<file path="config.mk">
export PLATFORM = sky130hd
export DESIGN_NAME = alm_core
export DESIGN_NICKNAME = d
export VERILOG_FILES = /design/src/hw/alm_core.v
export VERILOG_INCLUDE_DIRS = /design/src /design/src/hw
export SDC_FILE = /design/constraint.sdc
export NUM_CORES = 1
export LEC_CHECK = 0
export BUFFER_PORTS_ARGS = -buffer_cell sky130_fd_sc_hd__buf_2
export CORE_ASPECT_RATIO = 1.75
export CORE_MARGIN = 2
export CORE_UTILIZATION = 59
export DETAILED_ROUTE_END_ITERATION = 7
export PLACE_DENSITY = 0.81
export SLEW_MARGIN = 20
export SYNTH_ARGS = -nofsm -noshare
export SYNTH_HDL_FRONTEND = slang
export SYNTH_SLANG_ARGS = --single-unit
</file>
<file path="constraint.sdc">
create_clock -name i_sys_clk -period 7.8 [get_ports i_sys_clk]
set_input_delay 0 -clock i_sys_clk [delete_from_list [all_inputs] [get_ports i_sys_clk]]
set_output_delay 0 -clock i_sys_clk [all_outputs]
set_load 0.03 [all_outputs]
</file>
<file path="src/hw/alm_defines.vh">
// Purpose: constants for the axis lag monitor and speed select block
// Assumes: included by hw/alm_core.v only
// Notes: register offsets are word addresses on the plain register port
`ifndef ALM_DEFINES_VH
`define ALM_DEFINES_VH

`define ALM_AW 4
`define ALM_DW 32
`define ALM_SEL_W 7

// Register offsets
`define ALM_REG_CTRL 4'h0
`define ALM_REG_JOG_RATE 4'h1
`define ALM_REG_SPEED 4'h2
`define ALM_REG_HOLD_SPEED 4'h3
`define ALM_REG_RAMP_UP 4'h4
`define ALM_REG_SLOWDOWN 4'h5
`define ALM_REG_RAPID_STOP 4'h6
`define ALM_REG_TRIP_THR 4'h7
`define ALM_REG_WARN_THR 4'h8
`define ALM_REG_SELECT 4'h9
`define ALM_REG_LAG 4'hA
`define ALM_REG_CAPTURED 4'hB
`define ALM_REG_COND 4'hC
`define ALM_REG_IRQ_STAT 4'hD
`define ALM_REG_IRQ_MASK 4'hE

// Control register fields
`define ALM_CTRL_LOOP_ON 0
`define ALM_CTRL_FILTER 1
`define ALM_CTRL_FAULT_EN 2
`define ALM_CTRL_FAULT_CLR 3

// Select register fields: rapid-jog select in [6:0], hold select in [14:8]
`define ALM_SEL_JOG_LO 0
`define ALM_SEL_HOLD_LO 8
`define ALM_SEL_OFF 7'h7F

// Condition word bits
`define ALM_COND_TRIP 0
`define ALM_COND_WARN 1
`define ALM_COND_FAULT 2
`define ALM_COND_HOLD 3

// Interrupt status bits
`define ALM_IRQ_TRIP 0
`define ALM_IRQ_WARN 1
`define ALM_IRQ_FAULT 2
`define ALM_IRQ_W 3

// Reset values
`define ALM_TRIP_THR_RST 32'h000007D0
`define ALM_CTRL_RST 32'h00000004
`define ALM_SELECT_RST 32'h00007F7F

`endif

</file>
<file path="src/hw/alm_core.v">
// Purpose: axis lag supervision, jog speed select, feedhold and stop-rate choice
// Assumes: i_servo_tick is a one-cycle pulse per servo period; inputs synchronous
//          software never raises both register strobes in one cycle
// Notes: positions and speeds are signed 32-bit user units; the acceleration and stop rates are unsigned
//        the block only chooses speeds and rates; the profile generator ramps
//        trip and fault stay latched until software clears them in the control register
//
// Overview of operation
// - Rapid-jog selects axis speed, else jog rate
// - Rapid-jog select: off or 0-63, active low
// - Aborted moves stop at rapid-stop rate
// - Normal end or zero rate uses slowdown
// - Lag is demanded minus measured position
// - Capture lag only on loop-off fault trip
// - Captured lag clears when loop turns on
// - Trip flags condition word, default faults
// - Motion fault opens drive enable relay
// - Trip threshold resets to 2000 edges
// - Filter mode 1 needs two exceeding periods
// - Warning exceedance sets condition bit 1
// - Feedhold overrides speed, keeps the move
// - Hold speed changes ramp with rates
// - Hold release restores programmed speed
// - Non-speed moves ignore feedhold
// - Hold select: off or 0-63, active low
// - Hold speed resets to zero
//
// Limitations: one axis per instance; the speed and rate outputs are
// choices only, the ramp itself belongs to the profile generator; the
// select register keeps seven bits per field, so any value of 64 or more
// written there disables the function just as the all-ones value does.
// The lag is sampled only on the servo tick, so a spike that comes and
// goes between two ticks is never seen by the supervision.
//
// Implementation choices: strobed register access and the placing of the registers.
`include "alm_defines.vh"

module alm_core
(
    input wire i_sys_clk,
    input wire i_srst,
    // Servo period strobe: all supervision happens in this cycle only
    input wire i_servo_tick,
    // Plain register port; read data stands one cycle after the strobe
    input wire [`ALM_AW-1:0] i_addr,
    input wire [`ALM_DW-1:0] i_wdata,
    input wire i_wr,
    input wire i_rd,
    output reg [`ALM_DW-1:0] o_rdata,
    // Digital input lines, two of which may act as rapid-jog and feedhold
    input wire [63:0] i_inputs,
    // Positions from the profile generator and the encoder counter
    input wire signed [31:0] i_demanded_position,
    input wire signed [31:0] i_measured_position,
    // Move state from the profile generator
    input wire i_jog_active,
    input wire i_speed_move,
    input wire i_abort,
    // Speed and rate choices back to the profile generator
    output reg signed [31:0] o_target_speed,
    output reg signed [31:0] o_ramp_rate,
    output reg [31:0] o_stop_rate,
    // Relay, loop state and interrupt to the rest of the axis
    output reg o_drive_enable_relay,
    output reg o_loop_on,
    output wire o_irq
);

    // Software-programmed settings
    reg [`ALM_DW-1:0] ctrl_r;
    // Speeds and rates in user units per second, or per second squared
    reg signed [31:0] jog_rate_r;
    reg signed [31:0] speed_r;
    reg signed [31:0] hold_speed_r;
    reg [31:0] ramp_up_rate_r;
    reg [31:0] normal_slowdown_rate_r;
    reg [31:0] rapid_stop_rate_r;
    // Thresholds are magnitudes, compared strictly greater
    reg [31:0] lag_trip_threshold_r;
    reg [31:0] lag_warning_threshold_r;
    // Two 7-bit input selectors
    reg [`ALM_DW-1:0] select_r;

    // Supervision state
    reg signed [31:0] position_lag_r;
    reg signed [31:0] captured_lag_r;
    // Sticky trip and fault, warning following the lag
    reg trip_r;
    reg warn_r;
    reg fault_r;
    // Previous period's exceedance, for the two-period filter
    reg exceed_prev_r;

    // Interrupt status, mask and this cycle's events
    reg [`ALM_IRQ_W-1:0] irq_stat_r;
    reg [`ALM_IRQ_W-1:0] irq_mask_r;
    reg [`ALM_IRQ_W-1:0] irq_set;

    // Selector fields as stored; bits 7 and 15 are never kept
    wire [`ALM_SEL_W-1:0] jog_sel = select_r[`ALM_SEL_JOG_LO+`ALM_SEL_W-1:`ALM_SEL_JOG_LO];
    wire [`ALM_SEL_W-1:0] hold_sel = select_r[`ALM_SEL_HOLD_LO+`ALM_SEL_W-1:`ALM_SEL_HOLD_LO];
    wire loop_en = ctrl_r[`ALM_CTRL_LOOP_ON];

    // Write decodes shared by several processes
    wire wr_ctrl = i_wr && (i_addr == `ALM_REG_CTRL);
    wire wr_irq_stat = i_wr && (i_addr == `ALM_REG_IRQ_STAT);
    wire clr_fault = wr_ctrl && i_wdata[`ALM_CTRL_FAULT_CLR];
    wire [`ALM_IRQ_W-1:0] irq_clr = wr_irq_stat ? i_wdata[`ALM_IRQ_W-1:0] : {`ALM_IRQ_W{1'b0}};

    // Selected inputs are active low; the top select bit set means disabled.
    // A disabled selector never asserts, whatever the line it points at shows,
    // so an unused function cannot be woken by noise on a spare input
    wire rapid_jog = ~jog_sel[`ALM_SEL_W-1] & ~i_inputs[jog_sel[5:0]];
    wire hold_on = ~hold_sel[`ALM_SEL_W-1] & ~i_inputs[hold_sel[5:0]];

    // Lag and its magnitude, judged once per servo period.
    // The subtraction wraps like the position counters, so a lag beyond half
    // the signed range is not meaningful; the most negative lag has no
    // positive twin and reads as the largest magnitude, which still trips
    wire signed [31:0] lag_now = i_demanded_position - i_measured_position;
    wire [31:0] lag_mag = lag_now[31] ? (~lag_now + 32'h00000001) : lag_now;
    wire exceed = lag_mag > lag_trip_threshold_r;
    wire warn_now = lag_mag > lag_warning_threshold_r;
    // Mode 1 ignores a single-period spike at the cost of one period of delay
    // on a real runaway; exceed_prev_r holds the previous result even when
    // the filter is off, so switching modes takes effect at once
    wire trip_now = exceed & (~ctrl_r[`ALM_CTRL_FILTER] | exceed_prev_r);
    wire fault_now = trip_now & ctrl_r[`ALM_CTRL_FAULT_EN];
    // Loop-on is the 0 to 1 edge of the control bit as written by software
    wire loop_on_wr = wr_ctrl && i_wdata[`ALM_CTRL_LOOP_ON] && !loop_en;

    // Speed and ramp selection for the motion profile.
    // A running jog owns the speed; feedhold applies only to profiled moves,
    // so linked, cam and geared moves pass it by untouched.
    // Nothing is remembered across a hold: release simply returns to the
    // programmed speed, which software may have changed in the meantime
    always @*
    begin
        if (i_jog_active)
            o_target_speed = rapid_jog ? speed_r : jog_rate_r;
        else if (hold_on && i_speed_move)
            o_target_speed = hold_speed_r;
        else
            o_target_speed = speed_r;
        // Ramp up with acceleration, down with slowdown, hold changes included
        o_ramp_rate = (o_target_speed > speed_r) ? $signed(ramp_up_rate_r)
            : $signed(normal_slowdown_rate_r);
        // A zero rapid-stop rate means the option is unused, so aborts fall back
        if (i_abort && (rapid_stop_rate_r != 32'h00000000))
            o_stop_rate = rapid_stop_rate_r;
        else
            o_stop_rate = normal_slowdown_rate_r;
    end

    // Supervision state, updated on each servo tick.
    // Warning follows every tick; trip and fault are sticky so that software
    // sees why the loop dropped even after the lag has settled again.
    // A clear that meets a new trip in the same tick is lost on purpose
    always @(posedge i_sys_clk)
    begin
        if (i_srst)
        begin
            // The captured lag is cleared along with the flags
            position_lag_r <= 32'h00000000;
            captured_lag_r <= 32'h00000000;
            trip_r <= 1'b0;
            warn_r <= 1'b0;
            fault_r <= 1'b0;
            exceed_prev_r <= 1'b0;
        end
        else
        begin
            if (i_servo_tick)
            begin
                // The lag register holds the latest tick's value for software
                position_lag_r <= lag_now;
                exceed_prev_r <= exceed;
                warn_r <= warn_now;
                if (trip_now)
                    trip_r <= 1'b1;
                if (fault_now)
                    fault_r <= 1'b1;
                // Only the trip that drops the loop is kept, so later periods cannot overwrite it
                if (fault_now && loop_en)
                    captured_lag_r <= lag_now;
            end
            if (loop_on_wr)
                captured_lag_r <= 32'h00000000;
            if (clr_fault && !(i_servo_tick && trip_now))
            begin
                trip_r <= 1'b0;
                fault_r <= 1'b0;
            end
        end
    end

    // Register writes; a fault forces the position loop off.
    // Read-only and unmapped addresses are ignored; the clear bit of the control
    // register is not stored, so it reads back as zero and never clears twice
    always @(posedge i_sys_clk)
    begin
        if (i_srst)
        begin
            ctrl_r <= `ALM_CTRL_RST;
            // Rates reset to zero so no motion is asked for before software sets them
            jog_rate_r <= 32'h00000000;
            speed_r <= 32'h00000000;
            hold_speed_r <= 32'h00000000;
            ramp_up_rate_r <= 32'h00000000;
            normal_slowdown_rate_r <= 32'h00000000;
            rapid_stop_rate_r <= 32'h00000000;
            lag_trip_threshold_r <= `ALM_TRIP_THR_RST;
            lag_warning_threshold_r <= `ALM_TRIP_THR_RST;
            select_r <= `ALM_SELECT_RST;
            irq_mask_r <= {`ALM_IRQ_W{1'b0}};
        end
        else
        begin
            if (i_wr)
            begin
                if (i_addr == `ALM_REG_CTRL)
                    ctrl_r <= {28'h0000000, 1'b0, i_wdata[`ALM_CTRL_FAULT_EN:0]};
                else if (i_addr == `ALM_REG_JOG_RATE)
                    jog_rate_r <= i_wdata;
                else if (i_addr == `ALM_REG_SPEED)
                    speed_r <= i_wdata;
                else if (i_addr == `ALM_REG_HOLD_SPEED)
                    hold_speed_r <= i_wdata;
                else if (i_addr == `ALM_REG_RAMP_UP)
                    ramp_up_rate_r <= i_wdata;
                else if (i_addr == `ALM_REG_SLOWDOWN)
                    normal_slowdown_rate_r <= i_wdata;
                else if (i_addr == `ALM_REG_RAPID_STOP)
                    rapid_stop_rate_r <= i_wdata;
                else if (i_addr == `ALM_REG_TRIP_THR)
                    lag_trip_threshold_r <= i_wdata;
                else if (i_addr == `ALM_REG_WARN_THR)
                    lag_warning_threshold_r <= i_wdata;
                else if (i_addr == `ALM_REG_SELECT)
                    select_r <= {17'h00000, i_wdata[`ALM_SEL_HOLD_LO+`ALM_SEL_W-1:`ALM_SEL_HOLD_LO], 1'b0,
                        i_wdata[`ALM_SEL_JOG_LO+`ALM_SEL_W-1:`ALM_SEL_JOG_LO]};
                else if (i_addr == `ALM_REG_IRQ_MASK)
                    irq_mask_r <= i_wdata[`ALM_IRQ_W-1:0];
            end
            // Fault wins over a same-cycle software loop-on request
            if (i_servo_tick && fault_now)
                ctrl_r[`ALM_CTRL_LOOP_ON] <= 1'b0;
        end
    end

    // Interrupt events: rising trip, warning entry, fault entry.
    // Events are edges of the supervision flags so that a lasting condition
    // raises one interrupt, not one per servo period
    always @*
    begin
        irq_set = {`ALM_IRQ_W{1'b0}};
        irq_set[`ALM_IRQ_TRIP] = i_servo_tick & trip_now & ~trip_r;
        irq_set[`ALM_IRQ_WARN] = i_servo_tick & warn_now & ~warn_r;
        irq_set[`ALM_IRQ_FAULT] = i_servo_tick & fault_now & ~fault_r;
    end

    // Sticky status, write one to clear, one flop per event bit.
    // A new event wins over a same-cycle clear, so no event is ever lost
    genvar gi;
    generate
        for (gi = 0; gi < `ALM_IRQ_W; gi = gi + 1)
        begin : g_irq_bit
            always @(posedge i_sys_clk)
            begin
                if (i_srst)
                    irq_stat_r[gi] <= 1'b0;
                else if (irq_set[gi])
                    irq_stat_r[gi] <= 1'b1;
                else if (irq_clr[gi])
                    irq_stat_r[gi] <= 1'b0;
            end
        end
    endgenerate

    // Level interrupt: high while any unmasked status bit is set
    assign o_irq = |(irq_stat_r & irq_mask_r);

    // Condition word, assembled by named bit position
    wire [3:0] cond_word;
    assign cond_word[`ALM_COND_TRIP] = trip_r;
    assign cond_word[`ALM_COND_WARN] = warn_r;
    assign cond_word[`ALM_COND_FAULT] = fault_r;
    assign cond_word[`ALM_COND_HOLD] = hold_on;

    // Registered outputs and read data, one cycle after the strobe.
    // The relay follows the fault flag one cycle late; that cycle is the price
    // of driving the relay from a flop rather than from decode logic.
    // Read data fall back to zero outside their cycle so that several
    // slaves on one bus can simply have their returns ORed together
    always @(posedge i_sys_clk)
    begin
        if (i_srst)
        begin
            o_rdata <= 32'h00000000;
            o_drive_enable_relay <= 1'b0;
            o_loop_on <= 1'b0;
        end
        else
        begin
            o_drive_enable_relay <= ~fault_r;
            o_loop_on <= loop_en;
            if (!i_rd)
                o_rdata <= 32'h00000000;
            else if (i_addr == `ALM_REG_CTRL)
                o_rdata <= ctrl_r;
            else if (i_addr == `ALM_REG_JOG_RATE)
                o_rdata <= jog_rate_r;
            else if (i_addr == `ALM_REG_SPEED)
                o_rdata <= speed_r;
            else if (i_addr == `ALM_REG_HOLD_SPEED)
                o_rdata <= hold_speed_r;
            else if (i_addr == `ALM_REG_RAMP_UP)
                o_rdata <= ramp_up_rate_r;
            else if (i_addr == `ALM_REG_SLOWDOWN)
                o_rdata <= normal_slowdown_rate_r;
            else if (i_addr == `ALM_REG_RAPID_STOP)
                o_rdata <= rapid_stop_rate_r;
            else if (i_addr == `ALM_REG_TRIP_THR)
                o_rdata <= lag_trip_threshold_r;
            else if (i_addr == `ALM_REG_WARN_THR)
                o_rdata <= lag_warning_threshold_r;
            else if (i_addr == `ALM_REG_SELECT)
                o_rdata <= select_r;
            else if (i_addr == `ALM_REG_LAG)
                o_rdata <= position_lag_r;
            else if (i_addr == `ALM_REG_CAPTURED)
                o_rdata <= captured_lag_r;
            else if (i_addr == `ALM_REG_COND)
                o_rdata <= {28'h0000000, cond_word};
            else if (i_addr == `ALM_REG_IRQ_STAT)
                o_rdata <= {29'h00000000, irq_stat_r};
            else if (i_addr == `ALM_REG_IRQ_MASK)
                o_rdata <= {29'h00000000, irq_mask_r};
            else
                o_rdata <= 32'h00000000; // Unmapped reads return zero
        end
    end

endmodule

</file>
==> impl_summary.log, run 1 <==
[metrics] outcome: finished clean
[metrics] crit path cell chain: buf_4, mux4_2, mux4_2, mux4_2, or2_2, nor3b_4, buf_4, a22oi_1, nand2_1, ha_1, nor2b_1, o21a_1, o21a_1, o21ai_0, a21oi_1, o21ai_0, o211ai_1, a211oi_1, mux2i_4, buf_4, mux2_2, buf_2
[metrics] iteration-0 DRC count of the detailed router: 2,404
[metrics] maximum fanout along the worst path: 27
[metrics] Critical Path RT: 7.80 ns
[metrics] Ports: 303
[metrics] Starting Density: 59.52%
[metrics] number of detailed-route iterations in the first pass: 7
[metrics] global-route wire length before repair: 122,500 microns
[metrics] count of final setup violators: 0
[metrics] clock power share: 34.8%
[metrics] synthesized cell area: 0.02233 sq mm
[metrics] leading register cell type out of synthesis: dfxtp_1
[metrics] max_slew headroom: 21.97%
[metrics] DIE AREA: 0.03948 sq mm
[metrics] combinational share of power: 25.3%
[metrics] largest area contributor in the netlist: dfxtp_1
[metrics] WL per Instance: 22.97 microns
[metrics] fraction of layout instances using a drive strength above 1: 18.36%
[metrics] proportion of register bits with asynchronous set or reset after synthesis: 0%
[metrics] weighted congestion reported at the end of routability-driven placement: 0.9711
[metrics] Util after Layout: 68.32%
[metrics] cell at the slowest stage of the critical path: mux4_2
[metrics] GRT Resource Usage Total: 39.92%
[metrics] register-to-register setup slack: 4.39 ns
[metrics] number of port buffers: 302
[metrics] post-route clock period utilization: 92.02%
[metrics] measured slew at the worst slew-check pin: 1.170 ns
[metrics] arrival time at the worst endpoint: 7.18 ns
[metrics] number of inserted filler cells in the final layout: 3,092
[metrics] type of the most critical hold path: input pin to register
[metrics] total gr overflow: 0
[metrics] Core Footprint: 0.03752 sq mm
[metrics] Net Switching: 1637 uW
[metrics] CTS tree: built
[metrics] via-per-instance ratio: 6.515
[metrics] count of standard-cell rows: 94
[metrics] FF+latch count, synth: 381
[metrics] largest stage delay on the critical path: 0.55 ns
[metrics] number of H-tree branching levels: 2
[metrics] synth-to-layout area growth: 14.78%
[metrics] number of synthesized flops with an enable pin: 0
[metrics] sequential share of the synthesized area: 34.16%
[metrics] largest net degree at the start of global routing: 137
[metrics] wire length after detailed routing: 80,780 microns
[metrics] CTS sink count: 381
[metrics] CTS buffer count: 35
[metrics] DP Worst Slack: 0.8114 ns
[metrics] final critical path time including I/O delays and setup: 7.178 ns
[metrics] area share of the largest cell type after synthesis: 34.16%
[metrics] Setup CP Type: register to output port
[metrics] Crit. End Element: output port
[metrics] mean instance size in the synthesized netlist: 7.967 sq um
[metrics] height of the chip: 261.4 microns
[metrics] count of distinct cell types in the synthesized netlist: 81
[metrics] Max Clock Freq: 139.3 MHz
[metrics] CTS clock-pin slew for the worst setup and hold paths: 0.07 ns
[metrics] via count of the first global-routing pass: 22,620
[metrics] fraction of power consumed by sequential logic: 39.9%
[metrics] # DRC: 0
[metrics] switching fraction of total power: 31.85%
[metrics] Clock Root Buffer: clkbuf_16
[metrics] setup tns final: 0 ns
[metrics] setup repair after global routing missed its margin: false
[metrics] estimated wirelength of the detail-placed design: 57,060 microns
[metrics] number of max-capacitance violations reported: 0
[metrics] worst voltage drop across the vdd grid: 127.1 uV
[metrics] number of nets produced by synthesis: 3,104
[metrics] antenna viol nets, final: 0
[metrics] instance count of the mapped netlist: 2,803
[metrics] dominant cells by area after synthesis: dfxtp_1 (34%), nand2_1 (11%), ha_1 (7.2%), a21oi_1 (7.0%), mux4_2 (4.2%)
[metrics] most instantiated library cell after synthesis: nand2_1
[metrics] worst path setup slack after routing: 0.6223 ns
[metrics] worst-case clock skew: 0.01223 ns
[metrics] insertion delay to the later sink of the worst-skew pair: 0.55 ns
[metrics] final count of hold timing violations: 0
[metrics] number of nets at the end of the flow: 3,310
[metrics] top cell types by occurrence after synthesis: nand2_1 (653), dfxtp_1 (381), a21oi_1 (313)
[metrics] leakage power: 0.01041 uW
[metrics] PwrDens: 200.5 mW/mm^2
[metrics] initial antenna violation count: 4
[metrics] internal power component: 3502 uW
[metrics] Horiz. Die Dim: 151.1 microns
[metrics] Vias: 22,910
[metrics] CP startpoint kind: register
[metrics] max-slew violation total from the final report: 0
[metrics] Ys Warns: 0
[metrics] CTS max path bufs: 3
[metrics] hold_ws: 0.05718 ns
## worst paths after layout
check                                               from                        to  depth (start not counted)
worst min-delay path              i_demanded_position[0]         captured_lag_r[0]                          4
worst max register to register               select_r[8]                o_rdata[3]                          8
worst min register to register  lag_trip_threshold_r[29]  lag_trip_threshold_r[29]                          2
worst max-delay path                         select_r[8]            o_ramp_rate[6]                         22
## state kept, by name, summed over array words and instances (netlist names), 3 cells and up
| name | count |
|---|---|
| select_r | 14 |
| ctrl_r | 3 |
| jog_rate_r | 32 |
| irq_mask_r | 3 |
| lag_trip_threshold_r | 32 |
| o_rdata | 32 |
| rapid_stop_rate_r | 32 |
| lag_warning_threshold_r | 32 |
| ramp_up_rate_r | 32 |
| hold_speed_r | 32 |
| speed_r | 32 |
| irq_stat_r | 3 |
| captured_lag_r | 32 |
| normal_slowdown_rate_r | 32 |
| position_lag_r | 32 |
## cells in the final DEF, fill, tap and decap left out, types with 13 or more instances in the layout
cell type | synthesis | layout
nor2b_1 | 31 | 31
xor2_1 | 26 | 26
nor4_1 | 13 | 13
a222oi_1 | 20 | 20
nand2_1 | 653 | 652
dlygate4sd3_1 | 0 | 36
o21ai_0 | 67 | 67
nor2_1 | 141 | 130
dfxtp_1 | 381 | 380
inv_1 | 142 | 142
mux4_2 | 42 | 42
a211o_1 | 17 | 17
nand2b_1 | 15 | 15
a22oi_1 | 101 | 101
a21o_1 | 43 | 43
xnor2_1 | 32 | 32
nor3_1 | 20 | 15
mux2_2 | 64 | 64
a221oi_1 | 19 | 19
mux2i_1 | 58 | 57
buf_2 | 4 | 301
o21a_1 | 13 | 13
ha_1 | 128 | 128
nand3_1 | 18 | 16
a21oi_1 | 313 | 312
nand4_1 | 35 | 35
a211oi_1 | 23 | 23
clkbuf_16 | 0 | 35
buf_4 | 0 | 34
a31oi_1 | 27 | 27
## critical path: cells and delay by family (launching register included)
kind	cells	cell delay, ns
muxes	5	2.22
AOI/OAI and AO/OA	8	1.53
buffers and inverters	4	1.26
and+or+nand+nor	4	1.02
adders and majority gates	1	0.25
DFF	1	0.30
## metrics by stage
stage               cell area, sq um  power [uW]  std cells
floorplan                      22330        2950       2803
global placement               24020        3288       3412
detailed placement             24070        3337       3414
CTS                            25590        5095       3512
global route                   25630        5322       3515
finish                         25630        5138       3516
## cell families (layout without fill, tap and decap cells)
logic type,Yosys count,count (layout),synth area share [%]
AND/OR/NAND/NOR,980,980,18.68
AO/OA/AOI/OAI,741,741,21.33
flip-flops,381,381,34.16
buffers and inverters,348,579,6.035
multiplexers,164,164,10.06
adder cells (fa/ha/maj),129,129,7.262
XOR/XNOR,60,60,2.471
other,0,2,0
## layout make-up
| type | instances | area, sq um | share of cell area [%] |
|---|---|---|---|
| Clock inverter | 15 | 151.4 | 0.5907 |
| Timing Repair Buffer | 375 | 2198 | 8.577 |
| Inverter | 142 | 533.0 | 2.080 |
| Clock buffer | 47 | 1011 | 3.944 |
| Tap cell | 480 | 600.6 | 2.343 |
| Sequential cell | 381 | 7629 | 29.76 |
| Antenna cell | 2 | 5.005 | 0.01953 |
| Multi-Input combinational cell | 2074 | 13500 | 52.68 |
## what timing repair did
item,in CTS,in global routing
setup endpoints to repair,0,20
hold buffers,36,0
setup buffers,0,1
gates resized for setup,0,1
endpoints found under the hold margin,287,0
## power groups by stage
stage	Combinational [uW]	Sequential, uW	Clock [uW]
detailed placement	1250	2090	0
global placement	1200	2090	0
CTS	1270	2040	1780
global route	1410	2050	1860
finish	1300	2050	1790
floorplan	871	2080	0
## metal layers
metal  up-vias  wire (microns)  global-route usage (%)
met4         4            6591                   31.07
met3       459            8444                   9.111
met5         -              27                       0
met2      1595           38360                   65.42
li1      10260               -                       -
met1     10590           27350                   44.45
No activity file was read; power rests on OpenSTA's default activity.
==> inputs of run 2 (changes only) <==
Settings changed: ABC_AREA from default to 1, PLACE_DENSITY 0.81 to 0.92.
==> run 2 against run 1 <==
Net effect:
- the flow now finishes with violations (design-rule violations)
- die area grew 5.0%
- critical endpoint is now o_ramp_rate[0]
- sequential cell count is the same
- total power shrank 0.80%
- largest power group unchanged
- largest cell class unchanged
- synthesized cell count grew 26%
- synthesized area grew 5.1%
==> impl_summary.log, run 2 <==
[metrics] outcome: complete, but fails checks (was finished clean)
[metrics] violated checks: design-rule violations
[metrics] number of port buffers: 302 (unchanged)
[metrics] arrival time at the worst endpoint: 7.43 ns (was 7.18 ns)
[metrics] synthesized cell area: 0.02346 sq mm (was 0.02233 sq mm)
[metrics] origin of the critical flop-to-flop path: lag_trip_threshold_r[31] (was select_r[8])
[metrics] worst-case clock skew: 0.01214 ns (was 0.01223 ns)
[metrics] Setup CP Type: register to output port (unchanged)
[metrics] Horiz. Die Dim: 154.7 microns (was 151.1 microns)
[metrics] proportion of register bits with asynchronous set or reset after synthesis: 0% (unchanged)
[metrics] number of inserted filler cells in the final layout: 3,286 (was 3,092)
[metrics] number of H-tree branching levels: 1 (was 2)
[metrics] estimated wirelength of the detail-placed design: 58,240 microns (was 57,060 microns)
[metrics] max-slew violation total from the final report: 0 (unchanged)
[metrics] Vias: 26,340 (was 22,910)
[metrics] CTS tree: built (unchanged)
[metrics] number of detailed-route iterations in the first pass: 8 (was 7)
[metrics] synth-to-layout area growth: 13.41% (was 14.78%)
[metrics] area share of the largest cell type after synthesis: 32.51% (was 34.16%)
[metrics] number of nets produced by synthesis: 3,825 (was 3,104)
[metrics] maximum fanout along the worst path: 52 (was 27)
[metrics] final critical path time including I/O delays and setup: 7.435 ns (was 7.178 ns)
[metrics] setup tns final: 0 ns (unchanged)
[metrics] highest-count cells in the layout ignoring fill and taps: nand2_1 (642), a21oi_1 (520), o21ai_0 (444) (was nand2_1 (652), dfxtp_1 (380), a21oi_1 (312))
[metrics] iteration-0 DRC count of the detailed router: 3,096 (was 2,404)
[metrics] commonest non-fill, non-tap cell in the layout: nand2_1 (unchanged)
[metrics] DIE AREA: 0.04144 sq mm (was 0.03948 sq mm)
[metrics] Ys Warns: 0 (unchanged)
[metrics] Core Footprint: 0.03928 sq mm (was 0.03752 sq mm)
[metrics] Crit. End Element: output port (unchanged)
[metrics] initial antenna violation count: 3 (was 4)
[metrics] GRT Resource Usage Total: 38.21% (was 39.92%)
[metrics] PwrDens: 191.6 mW/mm^2 (was 200.5 mW/mm^2)
[metrics] post-CTS setup buffer count: 0 (unchanged)
[metrics] # DRC: 2 (was 0)
[metrics] source of the critical timing path: select_r[0] (was select_r[8])
[metrics] via-per-instance ratio: 6.221 (was 6.515)
[metrics] height of the chip: 267.8 microns (was 261.4 microns)
[metrics] leakage power: 0.01142 uW (was 0.01041 uW)
[metrics] setup repair after global routing missed its margin: false (unchanged)
[metrics] timing endpoint of the critical path: o_ramp_rate[0] (was o_ramp_rate[6])
[metrics] antenna viol nets, final: 0 (unchanged)
[metrics] mean instance size in the synthesized netlist: 6.657 sq um (was 7.967 sq um)
[metrics] weighted congestion reported at the end of routability-driven placement: 1.035 (was 0.9711)
[metrics] Clock Root Buffer: clkbuf_16 (unchanged)
[metrics] Ports: 303 (unchanged)
[metrics] FF-to-FF path depth: 11 (was 8)
[metrics] count of standard-cell rows: 96 (was 94)
[metrics] Util after Layout: 67.74% (was 68.32%)
[metrics] hold_ws: 0.02675 ns (was 0.05718 ns)
[metrics] largest area contributor in the netlist: dfxtp_1 (unchanged)
[metrics] sequential share of the synthesized area: 32.51% (was 34.16%)
[metrics] fraction of layout instances using a drive strength above 1: 12.59% (was 18.36%)
[metrics] wire length after detailed routing: 82,340 microns (was 80,780 microns)
[metrics] WL per Instance: 19.45 microns (was 22.97 microns)
[metrics] global-route wire length before repair: 127,900 microns (was 122,500 microns)
[metrics] top cell types by occurrence after synthesis: nand2_1 (646), a21oi_1 (520), o21ai_0 (444) (was nand2_1 (653), dfxtp_1 (381), a21oi_1 (313))
[metrics] CTS sink count: 381 (unchanged)
[metrics] instance count of the mapped netlist: 3,524 (was 2,803)
[metrics] number of nets at the end of the flow: 4,019 (was 3,310)
[metrics] type of the most critical hold path: input pin to register (unchanged)
[metrics] Critical Path RT: 7.80 ns (about the same)
[metrics] largest net degree at the start of global routing: 134 (was 137)
[metrics] dominant cells by area after synthesis: dfxtp_1 (33%), a21oi_1 (11%), nand2_1 (10%), o21ai_0 (9.5%), ha_1 (6.8%) (was dfxtp_1 (34%), nand2_1 (11%), ha_1 (7.2%), a21oi_1 (7.0%), mux4_2 (4.2%))
[metrics] register-to-register setup slack: 4.60 ns (was 4.39 ns)
[metrics] FF+latch count, synth: 381 (unchanged)
[metrics] count of distinct cell types in the synthesized netlist: 59 (was 81)
[metrics] number of max-capacitance violations reported: 0 (unchanged)
[metrics] max_slew headroom: 24.64% (was 21.97%)
[metrics] CTS clock-pin slew for the worst setup and hold paths: 0.07 ns (about the same)
[metrics] number of synthesized flops with an enable pin: 0 (unchanged)
[metrics] total gr overflow: 0 (unchanged)
[metrics] Starting Density: 59.73% (was 59.52%)
[metrics] final count of hold timing violations: 0 (unchanged)
[metrics] CP startpoint kind: register (unchanged)
[metrics] worst voltage drop across the vdd grid: 228.4 uV (was 127.1 uV)
[metrics] count of final setup violators: 0 (unchanged)
[metrics] critical register-to-register path endpoint: captured_lag_r[18] (was o_rdata[3])
[metrics] post-route clock period utilization: 95.32% (was 92.02%)
[metrics] Max Clock Freq: 134.5 MHz (was 139.3 MHz)
[metrics] leading register cell type out of synthesis: dfxtp_1 (unchanged)
[metrics] insertion delay to the later sink of the worst-skew pair: 0.60 ns (was 0.55 ns)
[metrics] CTS max path bufs: 3 (unchanged)
[metrics] measured slew at the worst slew-check pin: 1.123 ns (was 1.170 ns)
[metrics] most instantiated library cell after synthesis: nand2_1 (unchanged)
[metrics] via count of the first global-routing pass: 25,100 (was 22,620)
[metrics] CTS buffer count: 31 (was 35)
run 2: cell count changes after synthesis, moves of 20 or more:
cell	change
xnor2_1	-30
nor2b_1	-31
inv_1	+239
a222oi_1	-20
mux4_2	-42
a22oi_1	-101
o21ai_0	+377
mux2i_1	-57
a21oi_1	+207
a21o_1	-36
mux2_2	-64
o211ai_1	+60
nor2_1	+103
nand3_1	+159
run 2: worst min-delay path by stage:
stage / startpoint / endpoint / slack, ns / cells past startpoint
after floorplan: i_wdata[7] / lag_trip_threshold_r[7] / 0.13 / 2
after global placement: i_wdata[19] / jog_rate_r[19] / 0.36 / 3
after detailed placement: i_wdata[17] / jog_rate_r[17] / 0.37 / 3
after CTS: i_demanded_position[10] / captured_lag_r[10] / 0.001 / 5
after global routing: i_demanded_position[11] / captured_lag_r[11] / 0.07 / 4
final: i_addr[3] / irq_mask_r[2] / 0.03 / 5
run 2: power by group:
group	switching, uW	internal (uW)
registers	35.2	2000
clock network	767	990
logic	881	423
run 2: kinds of logic after synthesis:
kind of cell    share of synthesized area, %
simple gates                           21.32
compound gates                         27.11
buf+inv                                9.984
flops                                  32.51
fa+ha+maj                              6.912
xor+xnor                               2.117
mux                                  0.04267
run 2: stage by stage:
stage               area [sq um]  cells  setup slack [ns]  total power, uW
global placement           25040   4134             1.135             3293
CTS                        26560   4231            0.3387             5046
detailed placement         25040   4134            0.9460             3321
floorplan                  23460   3524             3.059             2952
global route               26610   4234            0.1647             5282
finish                     26610   4234            0.3651             5097
run 2: repair_timing:
action	4_1_cts	5_1_grt
endpoints found under the setup margin	0	21
hold endpoints to repair	294	0
gates resized for setup	0	1
hold buffers	40	0
run 2: cell type report:
class | count | area [sq um] | share of cell area (%)
multi-input cells | 2530 | 13580 | 51.03
well taps | 490 | 613.1 | 2.304
clock inverters | 15 | 246.5 | 0.9264
diodes | 2 | 5.005 | 0.01881
flip-flops and latches | 381 | 7627 | 28.67
inverters | 405 | 1525 | 5.733
clock buffers | 42 | 877.1 | 3.297
repair buffers | 369 | 2135 | 8.023
run 2: layer usage:
metal  up-vias  GRT usage [%]  part of all wire [%]
met5         -              0                 0.016
met1     11820          42.00                    34
met2      1737          66.37                    48
met4         2          29.78                   8.7
met3       498          5.160                   9.3
li1      12280              -                     -
run 2: worst max-delay path, cell delays in order (launching register included):
cell and delay, ns:
dfxtp_1 0.97, inv_2 0.49, o21ai_0 0.34, o22ai_1 0.11
o21ai_0 0.14, o21ai_0 0.09, o211ai_1 0.28, nand3_4 0.52
o21ai_0 0.35, a21oi_1 0.07, a21oi_1 0.23, ha_1 0.27
nand2_1 0.09, nor2_1 0.24, nand4_1 0.22, nor4_1 0.61
nand4_1 0.39, nand3_2 0.46, buf_4 0.45, nand2_1 0.10
o21ai_0 0.11, buf_2 0.23
